$ cat config.mk
export PLATFORM = sky130hd
export DESIGN_NAME = lpmc_top
export DESIGN_NICKNAME = d
export VERILOG_FILES = /design/src/shared/lpmc_pkg.sv /design/src/hdl/lpmc_top.sv
export VERILOG_INCLUDE_DIRS = /design/src /design/src/shared
export SDC_FILE = /design/constraint.sdc
export NUM_CORES = 1
export LEC_CHECK = 0
export BUFFER_PORTS_ARGS = -buffer_cell sky130_fd_sc_hd__buf_4
export CELL_PAD_IN_SITES_DETAIL_PLACEMENT = 0
export CELL_PAD_IN_SITES_GLOBAL_PLACEMENT = 2
export CORE_ASPECT_RATIO = 1.1
export CORE_MARGIN = 8
export CORE_UTILIZATION = 31
export CTS_CLUSTER_DIAMETER = 60
export DETAILED_ROUTE_END_ITERATION = 12
export GPL_TIMING_DRIVEN = 0
export PLACE_DENSITY = 0.83
export SYNTH_ARGS = -nofsm -noshare
export SYNTH_HDL_FRONTEND = slang
export SYNTH_SLANG_ARGS = --single-unit
$ cat constraint.sdc
create_clock -name mclk_in -period 5.1 [get_ports mclk_in]
set_input_delay 0.255 -clock mclk_in [delete_from_list [all_inputs] [get_ports mclk_in]]
set_output_delay 0.255 -clock mclk_in [all_outputs]
set_load 0.01 [all_outputs]
$ cat src/shared/lpmc_cfg.svh
// offsets, field positions, reset values and timing counts of the power-mode controller
`ifndef LPMC_CFG_SVH
`define LPMC_CFG_SVH

`define LPMC_OFS_IO_CTRL 32'h0000_0000
`define LPMC_OFS_CPU_CTRL 32'h0000_0004
`define LPMC_OFS_IRQ_CTRL 32'h0000_0008
`define LPMC_OFS_GIE 32'h0000_000C
`define LPMC_OFS_SLEEP 32'h0000_0010
`define LPMC_OFS_STATUS 32'h0000_0014
`define LPMC_ADDR_MSB 7

`define LPMC_IO_HALT_BIT 5
`define LPMC_CPU_DIV1_BIT 7
`define LPMC_CPU_STBY_BIT 6
`define LPMC_CPU_BUS_GNT_BIT 5
`define LPMC_CPU_QUICK_BIT 3
`define LPMC_CPU_CTRL_MASK 8'hE8
`define LPMC_CPU_CTRL_RST 8'h00
`define LPMC_IRQ_CTRL_RST 3'h1
`define LPMC_IRQ_LVL0_BIT 0
`define LPMC_IRQ_PIN1_BIT 1
`define LPMC_IRQ_PIN2_BIT 2

`define LPMC_LEVELS 12
`define LPMC_CLK_NS 50
`define LPMC_IDLE_RESTART_NS 475
`define LPMC_IDLE_RESTART_CYC ((`LPMC_IDLE_RESTART_NS + `LPMC_CLK_NS - 1) / `LPMC_CLK_NS)
`define LPMC_SLEEP_RESTART_NS 75
`define LPMC_SLEEP_RESTART_CYC ((`LPMC_SLEEP_RESTART_NS + `LPMC_CLK_NS - 1) / `LPMC_CLK_NS)
`define LPMC_GRANT_EXTRA_NS 400
`define LPMC_GRANT_EXTRA_CYC ((`LPMC_GRANT_EXTRA_NS + `LPMC_CLK_NS - 1) / `LPMC_CLK_NS)
`define LPMC_GRANT_NORM_CYC 1
`define LPMC_STAB_QUICK_NS 3200
`define LPMC_STAB_QUICK_CYC ((`LPMC_STAB_QUICK_NS + `LPMC_CLK_NS - 1) / `LPMC_CLK_NS)
`define LPMC_STAB_LONG_NS 6553600
`define LPMC_STAB_LONG_CYC ((`LPMC_STAB_LONG_NS + `LPMC_CLK_NS - 1) / `LPMC_CLK_NS)
`define LPMC_CNT_W 18

`endif

$ cat src/shared/lpmc_pkg.sv
// types shared by the power-mode controller
package lpmc_pkg;

  typedef enum logic [3:0] {
    ST_RUN,
    ST_SLEEP,
    ST_SYSSTOP,
    ST_IDLE,
    ST_IDLE_BUS_WAIT,
    ST_BUS_GRANT,
    ST_STANDBY,
    ST_STBY_STAB,
    ST_RESTART
  } lpmc_state_e;

  typedef struct packed {
    logic hsel;
    logic [1:0] htrans;
    logic [31:0] haddr;
    logic hwrite;
    logic [2:0] hsize;
  } lpmc_ahb_req_s;

  typedef struct packed {
    logic osc_en;
    logic phi_en;
    logic cpu_en;
    logic io_en;
    logic refresh_en;
  } lpmc_clk_gate_s;

endpackage

$ cat src/hdl/lpmc_top.sv
// low-power mode entry, wake-up, restart delays, sleep bus grants and interrupt levels
// Contract
// io halt plus sleep stops cpu and io
// system stop wakes only on combinational sources
// idle when io halt, standby 0, quick 1
// idle gates clock everywhere, oscillator runs
// idle exits on reset, nmi, enabled pins
// nmi or enabled irq with gie takes interrupt
// enabled irq without gie resumes after sleep
// idle restart takes about 9.5 clocks
// idle grants bus if enabled, 8 clocks slower
// bus request dropped returns to gated idle
// standby when io halt and standby bit
// standby exits on reset, nmi, pins; grants bus
// standby wake waits 131072 or 64 clocks
// standby bus grant waits same stabilisation count
// request dropped during stabilisation stays in standby
// external reset held until clock stable; sys_rst_in is used directly here, with no hold
// reset selects divide-by-two clocking
// external logic may stop clock in standby
// twelve interrupt priority levels provided
// shared level resolved by acknowledge daisy chain
// plain sleep when halt, quick, standby zero
// three enables, level zero set at reset
// disabled sources never wake the device
// stabilisation counter restarts on each request
//
// Local design decisions: the AHB-Lite interface to the registers and the register addresses.
`timescale 1ns/1ps
`include "lpmc_cfg.svh"

module lpmc_top #(
  parameter int STAB_LONG_CYC = `LPMC_STAB_LONG_CYC,
  parameter int DAISY_N = 4
) (
  // clock and reset
  input wire logic mclk_in,
  input wire logic sys_rst_in,
  // ahb-lite slave
  input lpmc_pkg::lpmc_ahb_req_s ahb_req_in,
  input wire logic [31:0] hwdata_in,
  input wire logic hready_in,
  output logic [31:0] hrdata_out,
  output logic hreadyout_out,
  output logic hresp_out,
  // external pins, active low interrupts
  input wire logic nmi_n_in,
  input wire logic [2:0] ext_irq_n_in,
  input wire logic bus_req_in,
  output logic bus_grant_out,
  output logic halt_n_out,
  // on-chip wake sources, same clock
  input wire logic onchip_irq_in,
  input wire logic onchip_comb_irq_in,
  // clock control
  output lpmc_pkg::lpmc_clk_gate_s clk_gate_out,
  output logic clk_div1_out,
  // wake results
  output logic wake_irq_out,
  output logic wake_resume_out,
  // interrupt levels
  input wire logic [7:0] dedicated_irq_in,
  input wire logic [DAISY_N-1:0] daisy_req_in,
  input wire logic daisy_ack_in,
  output logic [3:0] irq_level_out,
  output logic irq_pend_out,
  output logic [DAISY_N:0] daisy_grant_out
);
  import lpmc_pkg::*;

  localparam int LVL = `LPMC_LEVELS;
  localparam int CW = `LPMC_CNT_W;
  localparam logic [CW-1:0] STAB_LONG_T = CW'(STAB_LONG_CYC - 1);
  localparam logic [CW-1:0] STAB_QUICK_T = CW'(`LPMC_STAB_QUICK_CYC - 1);
  localparam logic [CW-1:0] IDLE_RST_T = CW'(`LPMC_IDLE_RESTART_CYC - 1);
  localparam logic [CW-1:0] SLEEP_RST_T = CW'(`LPMC_SLEEP_RESTART_CYC - 1);
  // entry edge, terminal compare and grant flop use three of the idle grant cycles
  localparam logic [CW-1:0] IDLE_GNT_T = CW'(`LPMC_GRANT_EXTRA_CYC + `LPMC_GRANT_NORM_CYC - 3);

  // lowest set index of a request vector, bit 0 wins
  function automatic logic [4:0] first_set(input logic [15:0] v);
    logic [4:0] idx;
    idx = 5'h10;
    for (int i = 15; i >= 0; i--)
    begin
      if (v[i])
        idx = 5'(i);
    end
    return idx;
  endfunction

  // pin synchronisers
  logic [4:0] pin_meta_q;
  logic [4:0] pin_sync_q;
  always_ff @(posedge mclk_in)
  begin
    if (sys_rst_in)
    begin
      pin_meta_q <= 5'h0F;
      pin_sync_q <= 5'h0F;
    end
    else
    begin
      pin_meta_q <= {bus_req_in, nmi_n_in, ext_irq_n_in};
      pin_sync_q <= pin_meta_q;
    end
  end
  logic [2:0] ext_irq_act;
  logic nmi_act;
  logic bus_req_s;
  assign ext_irq_act = ~pin_sync_q[2:0];
  assign nmi_act = ~pin_sync_q[3];
  assign bus_req_s = pin_sync_q[4];

  // software registers
  logic io_halt_bit_q;
  logic [7:0] cpu_control_reg_q;
  logic [2:0] irq_trap_control_reg_q;
  logic global_irq_flag_q;
  logic sleep_instruction;
  logic ahb_pend_q;
  logic ahb_wr_q;
  logic [`LPMC_ADDR_MSB:0] ahb_addr_q;
  lpmc_state_e state_q;
  logic [CW-1:0] cnt_q;
  logic stab_bus_q;
  logic wake_nmi_q;
  logic take_irq_q;
  logic [1:0] cause_q;
  lpmc_state_e ret_state_q;

  wire logic stby_sel = cpu_control_reg_q[`LPMC_CPU_STBY_BIT];
  wire logic quick_sel = cpu_control_reg_q[`LPMC_CPU_QUICK_BIT];
  wire logic sleep_bus_grant_enable = cpu_control_reg_q[`LPMC_CPU_BUS_GNT_BIT];

  // one wait state per transfer so read data comes from a flop
  always_ff @(posedge mclk_in)
  begin
    if (sys_rst_in)
    begin
      ahb_pend_q <= 1'b0;
      ahb_wr_q <= 1'b0;
      ahb_addr_q <= '0;
      hreadyout_out <= 1'b1;
      hrdata_out <= 32'h0000_0000;
      hresp_out <= 1'b0;
    end
    else if (ahb_pend_q)
    begin
      ahb_pend_q <= 1'b0;
      hreadyout_out <= 1'b1;
      hrdata_out <= 32'h0000_0000;
      if (!ahb_wr_q)
      begin
        unique case ({{(31 - `LPMC_ADDR_MSB){1'b0}}, ahb_addr_q})
          `LPMC_OFS_IO_CTRL: hrdata_out <= 32'(io_halt_bit_q) << `LPMC_IO_HALT_BIT;
          `LPMC_OFS_CPU_CTRL: hrdata_out <= {24'h00_0000, cpu_control_reg_q};
          `LPMC_OFS_IRQ_CTRL: hrdata_out <= {29'h0000_0000, irq_trap_control_reg_q};
          `LPMC_OFS_GIE: hrdata_out <= {31'h0000_0000, global_irq_flag_q};
          `LPMC_OFS_STATUS: hrdata_out <= {24'h00_0000, bus_grant_out, take_irq_q, cause_q, 4'(state_q)};
          default: hrdata_out <= 32'h0000_0000;
        endcase
      end
    end
    else if (ahb_req_in.hsel && ahb_req_in.htrans[1] && hready_in)
    begin
      ahb_pend_q <= 1'b1;
      ahb_wr_q <= ahb_req_in.hwrite;
      ahb_addr_q <= ahb_req_in.haddr[`LPMC_ADDR_MSB:0];
      hreadyout_out <= 1'b0;
    end
  end

  wire logic wr_now = ahb_pend_q && ahb_wr_q;
  wire logic [31:0] wr_addr = {{(31 - `LPMC_ADDR_MSB){1'b0}}, ahb_addr_q};

  // control registers, divide-by-two at reset
  always_ff @(posedge mclk_in)
  begin
    if (sys_rst_in)
    begin
      io_halt_bit_q <= 1'b0;
      cpu_control_reg_q <= `LPMC_CPU_CTRL_RST;
      irq_trap_control_reg_q <= `LPMC_IRQ_CTRL_RST;
      global_irq_flag_q <= 1'b0;
    end
    else if (wr_now)
    begin
      if (wr_addr == `LPMC_OFS_IO_CTRL)
        io_halt_bit_q <= hwdata_in[`LPMC_IO_HALT_BIT];
      if (wr_addr == `LPMC_OFS_CPU_CTRL)
        cpu_control_reg_q <= hwdata_in[7:0] & `LPMC_CPU_CTRL_MASK;
      if (wr_addr == `LPMC_OFS_IRQ_CTRL)
        irq_trap_control_reg_q <= hwdata_in[2:0];
      if (wr_addr == `LPMC_OFS_GIE)
        global_irq_flag_q <= hwdata_in[0];
    end
  end
  // sleep is only honoured while running
  assign sleep_instruction = wr_now && (wr_addr == `LPMC_OFS_SLEEP) && (state_q == ST_RUN);

  // wake qualification, disabled pins never count
  logic [2:0] pin_wake;
  logic ext_wake;
  assign pin_wake = ext_irq_act & irq_trap_control_reg_q;
  assign ext_wake = |pin_wake;

  // mode state machine
  always_ff @(posedge mclk_in)
  begin
    if (sys_rst_in)
    begin
      state_q <= ST_RUN;
      ret_state_q <= ST_RUN;
      cnt_q <= '0;
      stab_bus_q <= 1'b0;
      wake_nmi_q <= 1'b0;
      take_irq_q <= 1'b0;
      cause_q <= 2'h0;
    end
    else
    begin
      unique case (state_q)
        ST_RUN:
        begin
          if (sleep_instruction)
          begin
            cnt_q <= '0;
            if (!io_halt_bit_q)
              state_q <= ST_SLEEP;
            else if (stby_sel)
              state_q <= ST_STANDBY;
            else if (quick_sel)
              state_q <= ST_IDLE;
            else
              state_q <= ST_SYSSTOP;
          end
        end
        ST_SLEEP, ST_SYSSTOP:
        begin
          // system stop leaves only clockless peripheral requests
          if (nmi_act || ext_wake || onchip_comb_irq_in || (state_q == ST_SLEEP && onchip_irq_in))
          begin
            take_irq_q <= nmi_act || global_irq_flag_q;
            cause_q <= nmi_act ? 2'h1 : 2'h2;
            cnt_q <= SLEEP_RST_T;
            state_q <= ST_RESTART;
          end
        end
        ST_IDLE:
        begin
          if (nmi_act || ext_wake)
          begin
            take_irq_q <= nmi_act || global_irq_flag_q;
            cause_q <= nmi_act ? 2'h1 : 2'h2;
            cnt_q <= IDLE_RST_T;
            state_q <= ST_RESTART;
          end
          else if (bus_req_s && sleep_bus_grant_enable)
          begin
            cnt_q <= '0;
            ret_state_q <= ST_IDLE;
            state_q <= ST_IDLE_BUS_WAIT;
          end
        end
        ST_IDLE_BUS_WAIT:
        begin
          if (!bus_req_s)
            state_q <= ST_IDLE;
          else if (cnt_q == IDLE_GNT_T)
            state_q <= ST_BUS_GRANT;
          else
            cnt_q <= cnt_q + CW'(1);
        end
        ST_BUS_GRANT:
        begin
          if (!bus_req_s)
          begin
            cnt_q <= '0;
            state_q <= ret_state_q;
          end
        end
        ST_STANDBY:
        begin
          cnt_q <= '0;
          if (nmi_act || ext_wake)
          begin
            stab_bus_q <= 1'b0;
            wake_nmi_q <= nmi_act;
            state_q <= ST_STBY_STAB;
          end
          else if (bus_req_s && sleep_bus_grant_enable)
          begin
            stab_bus_q <= 1'b1;
            wake_nmi_q <= 1'b0;
            state_q <= ST_STBY_STAB;
          end
        end
        ST_STBY_STAB:
        begin
          // the figure counts restarted oscillator edges, so settling comes free
          if (!stab_bus_q && !wake_nmi_q && !ext_wake)
            state_q <= ST_STANDBY;
          else if (stab_bus_q && !bus_req_s)
            state_q <= ST_STANDBY;
          else if (cnt_q == (quick_sel ? STAB_QUICK_T : STAB_LONG_T))
          begin
            cnt_q <= '0;
            if (stab_bus_q)
            begin
              ret_state_q <= ST_STANDBY;
              state_q <= ST_BUS_GRANT;
            end
            else
            begin
              take_irq_q <= wake_nmi_q || global_irq_flag_q;
              cause_q <= wake_nmi_q ? 2'h1 : 2'h2;
              state_q <= ST_RUN;
            end
          end
          else
            cnt_q <= cnt_q + CW'(1);
        end
        ST_RESTART:
        begin
          if (cnt_q == '0)
            state_q <= ST_RUN;
          else
            cnt_q <= cnt_q - CW'(1);
        end
        default:
          state_q <= ST_RUN;
      endcase
    end
  end

  // wake result pulses on return to run
  always_ff @(posedge mclk_in)
  begin
    if (sys_rst_in)
    begin
      wake_irq_out <= 1'b0;
      wake_resume_out <= 1'b0;
    end
    else
    begin
      wake_irq_out <= 1'b0;
      wake_resume_out <= 1'b0;
      if ((state_q == ST_RESTART && cnt_q == '0) ||
          (state_q == ST_STBY_STAB && !stab_bus_q && (wake_nmi_q || ext_wake) &&
           cnt_q == (quick_sel ? STAB_QUICK_T : STAB_LONG_T)))
      begin
        wake_irq_out <= (state_q == ST_RESTART) ? take_irq_q : (wake_nmi_q || global_irq_flag_q);
        wake_resume_out <= (state_q == ST_RESTART) ? !take_irq_q : !(wake_nmi_q || global_irq_flag_q);
      end
    end
  end

  // clock gates follow the mode, one cycle behind
  always_ff @(posedge mclk_in)
  begin
    if (sys_rst_in)
    begin
      clk_gate_out <= '{osc_en: 1'b1, phi_en: 1'b1, cpu_en: 1'b1, io_en: 1'b1, refresh_en: 1'b1};
      halt_n_out <= 1'b1;
      clk_div1_out <= 1'b0;
    end
    else
    begin
      clk_div1_out <= cpu_control_reg_q[`LPMC_CPU_DIV1_BIT];
      halt_n_out <= (state_q == ST_RUN);
      unique case (state_q)
        ST_RUN:
          clk_gate_out <= '{osc_en: 1'b1, phi_en: 1'b1, cpu_en: 1'b1, io_en: !io_halt_bit_q, refresh_en: 1'b1};
        ST_SLEEP, ST_RESTART:
          clk_gate_out <= '{osc_en: 1'b1, phi_en: 1'b1, cpu_en: 1'b0, io_en: !io_halt_bit_q, refresh_en: 1'b0};
        ST_SYSSTOP:
          clk_gate_out <= '{osc_en: 1'b1, phi_en: 1'b1, cpu_en: 1'b0, io_en: 1'b0, refresh_en: 1'b0};
        ST_IDLE, ST_IDLE_BUS_WAIT:
          clk_gate_out <= '{osc_en: 1'b1, phi_en: 1'b0, cpu_en: 1'b0, io_en: 1'b0, refresh_en: 1'b0};
        ST_BUS_GRANT:
          clk_gate_out <= '{osc_en: 1'b1, phi_en: 1'b1, cpu_en: 1'b0, io_en: 1'b0, refresh_en: 1'b0};
        ST_STANDBY:
          clk_gate_out <= '{osc_en: 1'b0, phi_en: 1'b0, cpu_en: 1'b0, io_en: 1'b0, refresh_en: 1'b0};
        ST_STBY_STAB:
          clk_gate_out <= '{osc_en: 1'b1, phi_en: 1'b0, cpu_en: 1'b0, io_en: 1'b0, refresh_en: 1'b0};
        default:
          clk_gate_out <= '{osc_en: 1'b1, phi_en: 1'b1, cpu_en: 1'b1, io_en: 1'b1, refresh_en: 1'b1};
      endcase
    end
  end

  // bus grant: normal latency in run, sleep and system stop only
  always_ff @(posedge mclk_in)
  begin
    if (sys_rst_in)
      bus_grant_out <= 1'b0;
    else if (state_q == ST_RUN || state_q == ST_SLEEP || state_q == ST_SYSSTOP)
      bus_grant_out <= bus_req_s;
    else
      bus_grant_out <= (state_q == ST_BUS_GRANT) && bus_req_s;
  end

  // priority levels: 0 nmi, 1 pin one, 2 pin two, 3..10 dedicated, 11 shared
  logic [LVL-1:0] lvl_req;
  logic shared_req;
  logic [4:0] lvl_idx;
  logic [4:0] daisy_idx;
  logic [15:0] daisy_vec;
  assign daisy_vec = 16'({ext_irq_act[0], daisy_req_in});
  assign shared_req = |daisy_vec;
  assign lvl_req[0] = nmi_act;
  assign lvl_req[1] = ext_irq_act[1] && irq_trap_control_reg_q[`LPMC_IRQ_PIN1_BIT] && global_irq_flag_q;
  assign lvl_req[2] = ext_irq_act[2] && irq_trap_control_reg_q[`LPMC_IRQ_PIN2_BIT] && global_irq_flag_q;
  assign lvl_req[10:3] = dedicated_irq_in & {8{global_irq_flag_q}};
  assign lvl_req[11] = shared_req && irq_trap_control_reg_q[`LPMC_IRQ_LVL0_BIT] && global_irq_flag_q;
  assign lvl_idx = first_set(16'(lvl_req));
  assign daisy_idx = first_set(daisy_vec);

  always_ff @(posedge mclk_in)
  begin
    if (sys_rst_in)
    begin
      irq_level_out <= 4'h0;
      irq_pend_out <= 1'b0;
      daisy_grant_out <= '0;
    end
    else
    begin
      irq_pend_out <= |lvl_req;
      irq_level_out <= lvl_idx[3:0];
      // on-chip chain ahead of the pin, lowest index nearest the cpu
      if (daisy_ack_in && !daisy_idx[4])
        daisy_grant_out <= (DAISY_N+1)'(1) << daisy_idx[3:0];
      else
        daisy_grant_out <= '0;
    end
  end

endmodule

==> load_flow_metrics.sql <==
INSERT INTO impl_metrics (metric_group, metric, value, unit) VALUES
('outcome', 'run_status', 'finished, final reports clean', ''),
('setup_path', 'timing_worst_setup_path_type', 'register to register', ''),
('floorplan', 'placementRows', '48', ''),
('cells_and_area', 'antenna_cells_inserted', '0', ''),
('cts', 'cts_post_setup_buffers_inserted', '0', ''),
('timing', 'hold_viol', '0', ''),
('cells_and_area', 'n_fill_cell', '1654', ''),
('hold_path', 'hold_class', 'input port to register', ''),
('timing', 'setup_total_negative_slack', '0', 'ps'),
('grt', 'globalRoute.busiestLayer', 'met2', ''),
('floorplan', 'dieHeight', '147', 'um'),
('grt', 'global_route.overflow_total', '0', ''),
('detailed_routing', 'dr_total_vias', '4754', ''),
('yosys', 'netlist_area', '0.00483', 'mm^2'),
('timing', 'fin_skew', '7.31', 'ps'),
('yosys', 'post-synth-top-area-cell', 'dfxtp_1', ''),
('grt', 'grt_start_max_net_pins', '16', ''),
('placed_design', 'portBuffers', '68', ''),
('setup_path', 'critical_path.startpoint_type', 'register', ''),
('floorplan', 'die_w', '135', 'um'),
('setup_path', 'timing.critical_path.to_type', 'register', ''),
('cts', 'cts.clk_slew.worst_paths', '60', 'ps'),
('job', 'timing.max_cap.violations', '0', ''),
('floorplan', 'floorplan.die_area', '0.0198', 'mm^2'),
('timing', 'worst_pin_slew', '1120', 'ps'),
('yosys', 'syn_avg_cell_area', '8.07', 'um^2'),
('grt', 'global_route.usage.total', '15.8', '%'),
('grt', 'antenna_found_initial', '0', ''),
('detailed_routing', 'routedWlPerCell', '17.3', 'um'),
('cells_and_area', 'final_area', '0.00596', 'mm^2'),
('grt', 'gr-usage-met3', '3.72', '%'),
('yosys', 'netlist.area_leader.share', '36.1', '%'),
('yosys', 'synth_cell_type_count', '70', ''),
('cts', 'cts_htree_levels', '3', ''),
('floorplan', 'boundaryPins', '148', ''),
('cts', 'clock_path_buffers', '2', ''),
('cts', 'cts_num_sinks', '87', ''),
('yosys', 'synthFlopType', 'dfxtp_1', ''),
('cts', 'cts_inserted_buffers', '9', ''),
('yosys', 'yosys.cell_count.top_type', 'dfxtp_1', ''),
('detailed_routing', 'drt_iter0_markers', '256', ''),
('cts', 'cts_tree', 'done', ''),
('cells_and_area', 'drive_gt1_share', '20.3', '%'),
('cells_and_area', 'nNetsFinal', '799', ''),
('timing', 'timing_max_transition_violations_final', '0', ''),
('timing', 'period_needed', '3350', 'ps'),
('floorplan', 'initial_util', '31.1', '%'),
('detailed_routing', 'drcViolationCount', '0', ''),
('timing', 'max_clock_freq', '0.298', 'GHz'),
('placed_design', 'place_hpwl', '11800', 'um'),
('setup_path', 'crit_path_max_fanout', '10', ''),
('timing', 'grt_setup_unrepaired', 'false', ''),
('grt', 'global_route.usage.met1', '18.1', '%'),
('timing', 'fin_hold_ws', '83.1', 'ps'),
('cells_and_area', 'area_delta_synth_final', '23.5', '%'),
('detailed_routing', 'avgViaCountPerCell', '5.25', ''),
('timing', 'relSlewSlack', '24.6', '%'),
('yosys', 'yosys_warnings', '0', ''),
('yosys', 'postSynthCellCount', '598', ''),
('placed_design', 'detailed_place.area', '0.00568', 'mm^2'),
('detailed_routing', 'drt-total-wl', '15700', 'um'),
('cts', 'post_cts.resized_instances', '0', ''),
('cts', 'insertion_delay_of_the_later_clocked_pin_in_the_worst_skew_pair', '350', 'ps'),
('power', 'cellPowerDensity', '332', 'mW/mm^2'),
('yosys', 'synth_sequential_area_ratio', '36.1', '%'),
('setup_path', 'cp.arrival', '3620', 'ps'),
('grt', 'met2_usage', '27.3', '%'),
('yosys', 'yosys_register_bits', '87', ''),
('cts', 'cts.root.buffer_cell', 'clkbuf_16', ''),
('cts', 'cts-hold-fix-buffers', '0', ''),
('power', 'power.ir.vdd_worst', '0.000140', 'V');
==> worst paths after layout <==
kind	startpoint	endpoint	slack [ps]	cells past startpoint
setup / recovery	state_q[0]	cnt_q[4]	1750	9
hold / removal	ext_irq_n_in[0]	pin_meta_q[0]	80	2
setup reg to reg	state_q[0]	cnt_q[4]	1750	9
hold reg to reg	pin_meta_q[1]	pin_sync_q[1]	410	1
==> worst max-delay path: stages (launching register included) <==
cell and delay (ps):
dfxtp_1 330, clkbuf_1 240, nor3_1 660, and2_1 210, clkbuf_1 380, nor2_1 150
nor4b_4 670, buf_2 370, nand4_1 140, o211ai_1 120
==> flip-flops by register name, summed over array words and instances, names as in the netlist, 5 cells and up <==
register         cells
cnt_q               18
ahb_addr_q           8
hrdata_out           8
daisy_grant_out      5
pin_meta_q           5
pin_sync_q           5
==> metal layers <==
| layer | wire, um | share of wire, % |
|---|---|---|
| met1 | 6600 | 42 |
| met2 | 7760 | 49 |
| met3 | 983 | 6.3 |
| met5 | 0 | 0 |
| met4 | 341 | 2.2 |
==> through the flow <==
step	setup WS (ps)	power [mW]	utilization [%]	std cells
6_report	1750	1.98	38.5	906
5_1_grt	1680	2.09	38.5	906
2_1_floorplan	2770	1.16	-	622
3_3_place_gp	1910	1.36	36.6	890
4_1_cts	1880	2.00	38.5	906
3_5_place_dp	1910	1.36	36.6	890
==> logic make-up (layout without fill, tap and decap cells) <==
group           after synthesis  count (layout)  share of synthesized area, %
other cells                   1              25                        0.0777
compound gates              141             141                          21.3
xor+xnor                      6               6                          1.09
simple gates                262             262                          28.5
buf+inv                      83             167                          8.97
fa+ha+maj                     4               4                          1.04
flops                        87              87                          36.1
mux                          14              14                          2.93
==> cell usage in the layout (no fill, tap or decap), types with 15 or more instances in the layout <==
cell type | netlist | final
o21ai_0 | 20 | 20
nand3_1 | 18 | 18
a21oi_1 | 28 | 28
a22o_1 | 18 | 18
nand2_1 | 57 | 57
buf_4 | 26 | 94
nor3_1 | 28 | 28
dfxtp_1 | 87 | 87
inv_1 | 16 | 16
nand4_1 | 15 | 15
nor2_1 | 62 | 62
clkbuf_1 | 30 | 31
conb_1 | 1 | 25
==> final cells by class <==
class                      count  area [um^2]  share of cell area (%)
buffer                        67          373                    6.26
clock buffer                  11          243                    4.07
clock inverter                 5         38.8                   0.651
inverter                      16         60.1                    1.01
multi-input combinational    452         2740                    46.0
sequential                    87         1740                    29.2
tap                          200          250                    4.20
timing repair buffer          68          510                    8.57
==> where the power goes <==
group          internal [mW]  switching [mW]  total (mW)
Combinational          0.230           0.376       0.606
Sequential             0.718          0.0265       0.745
Clock                  0.347           0.282       0.629
Power figures use the tool's default switching activity.
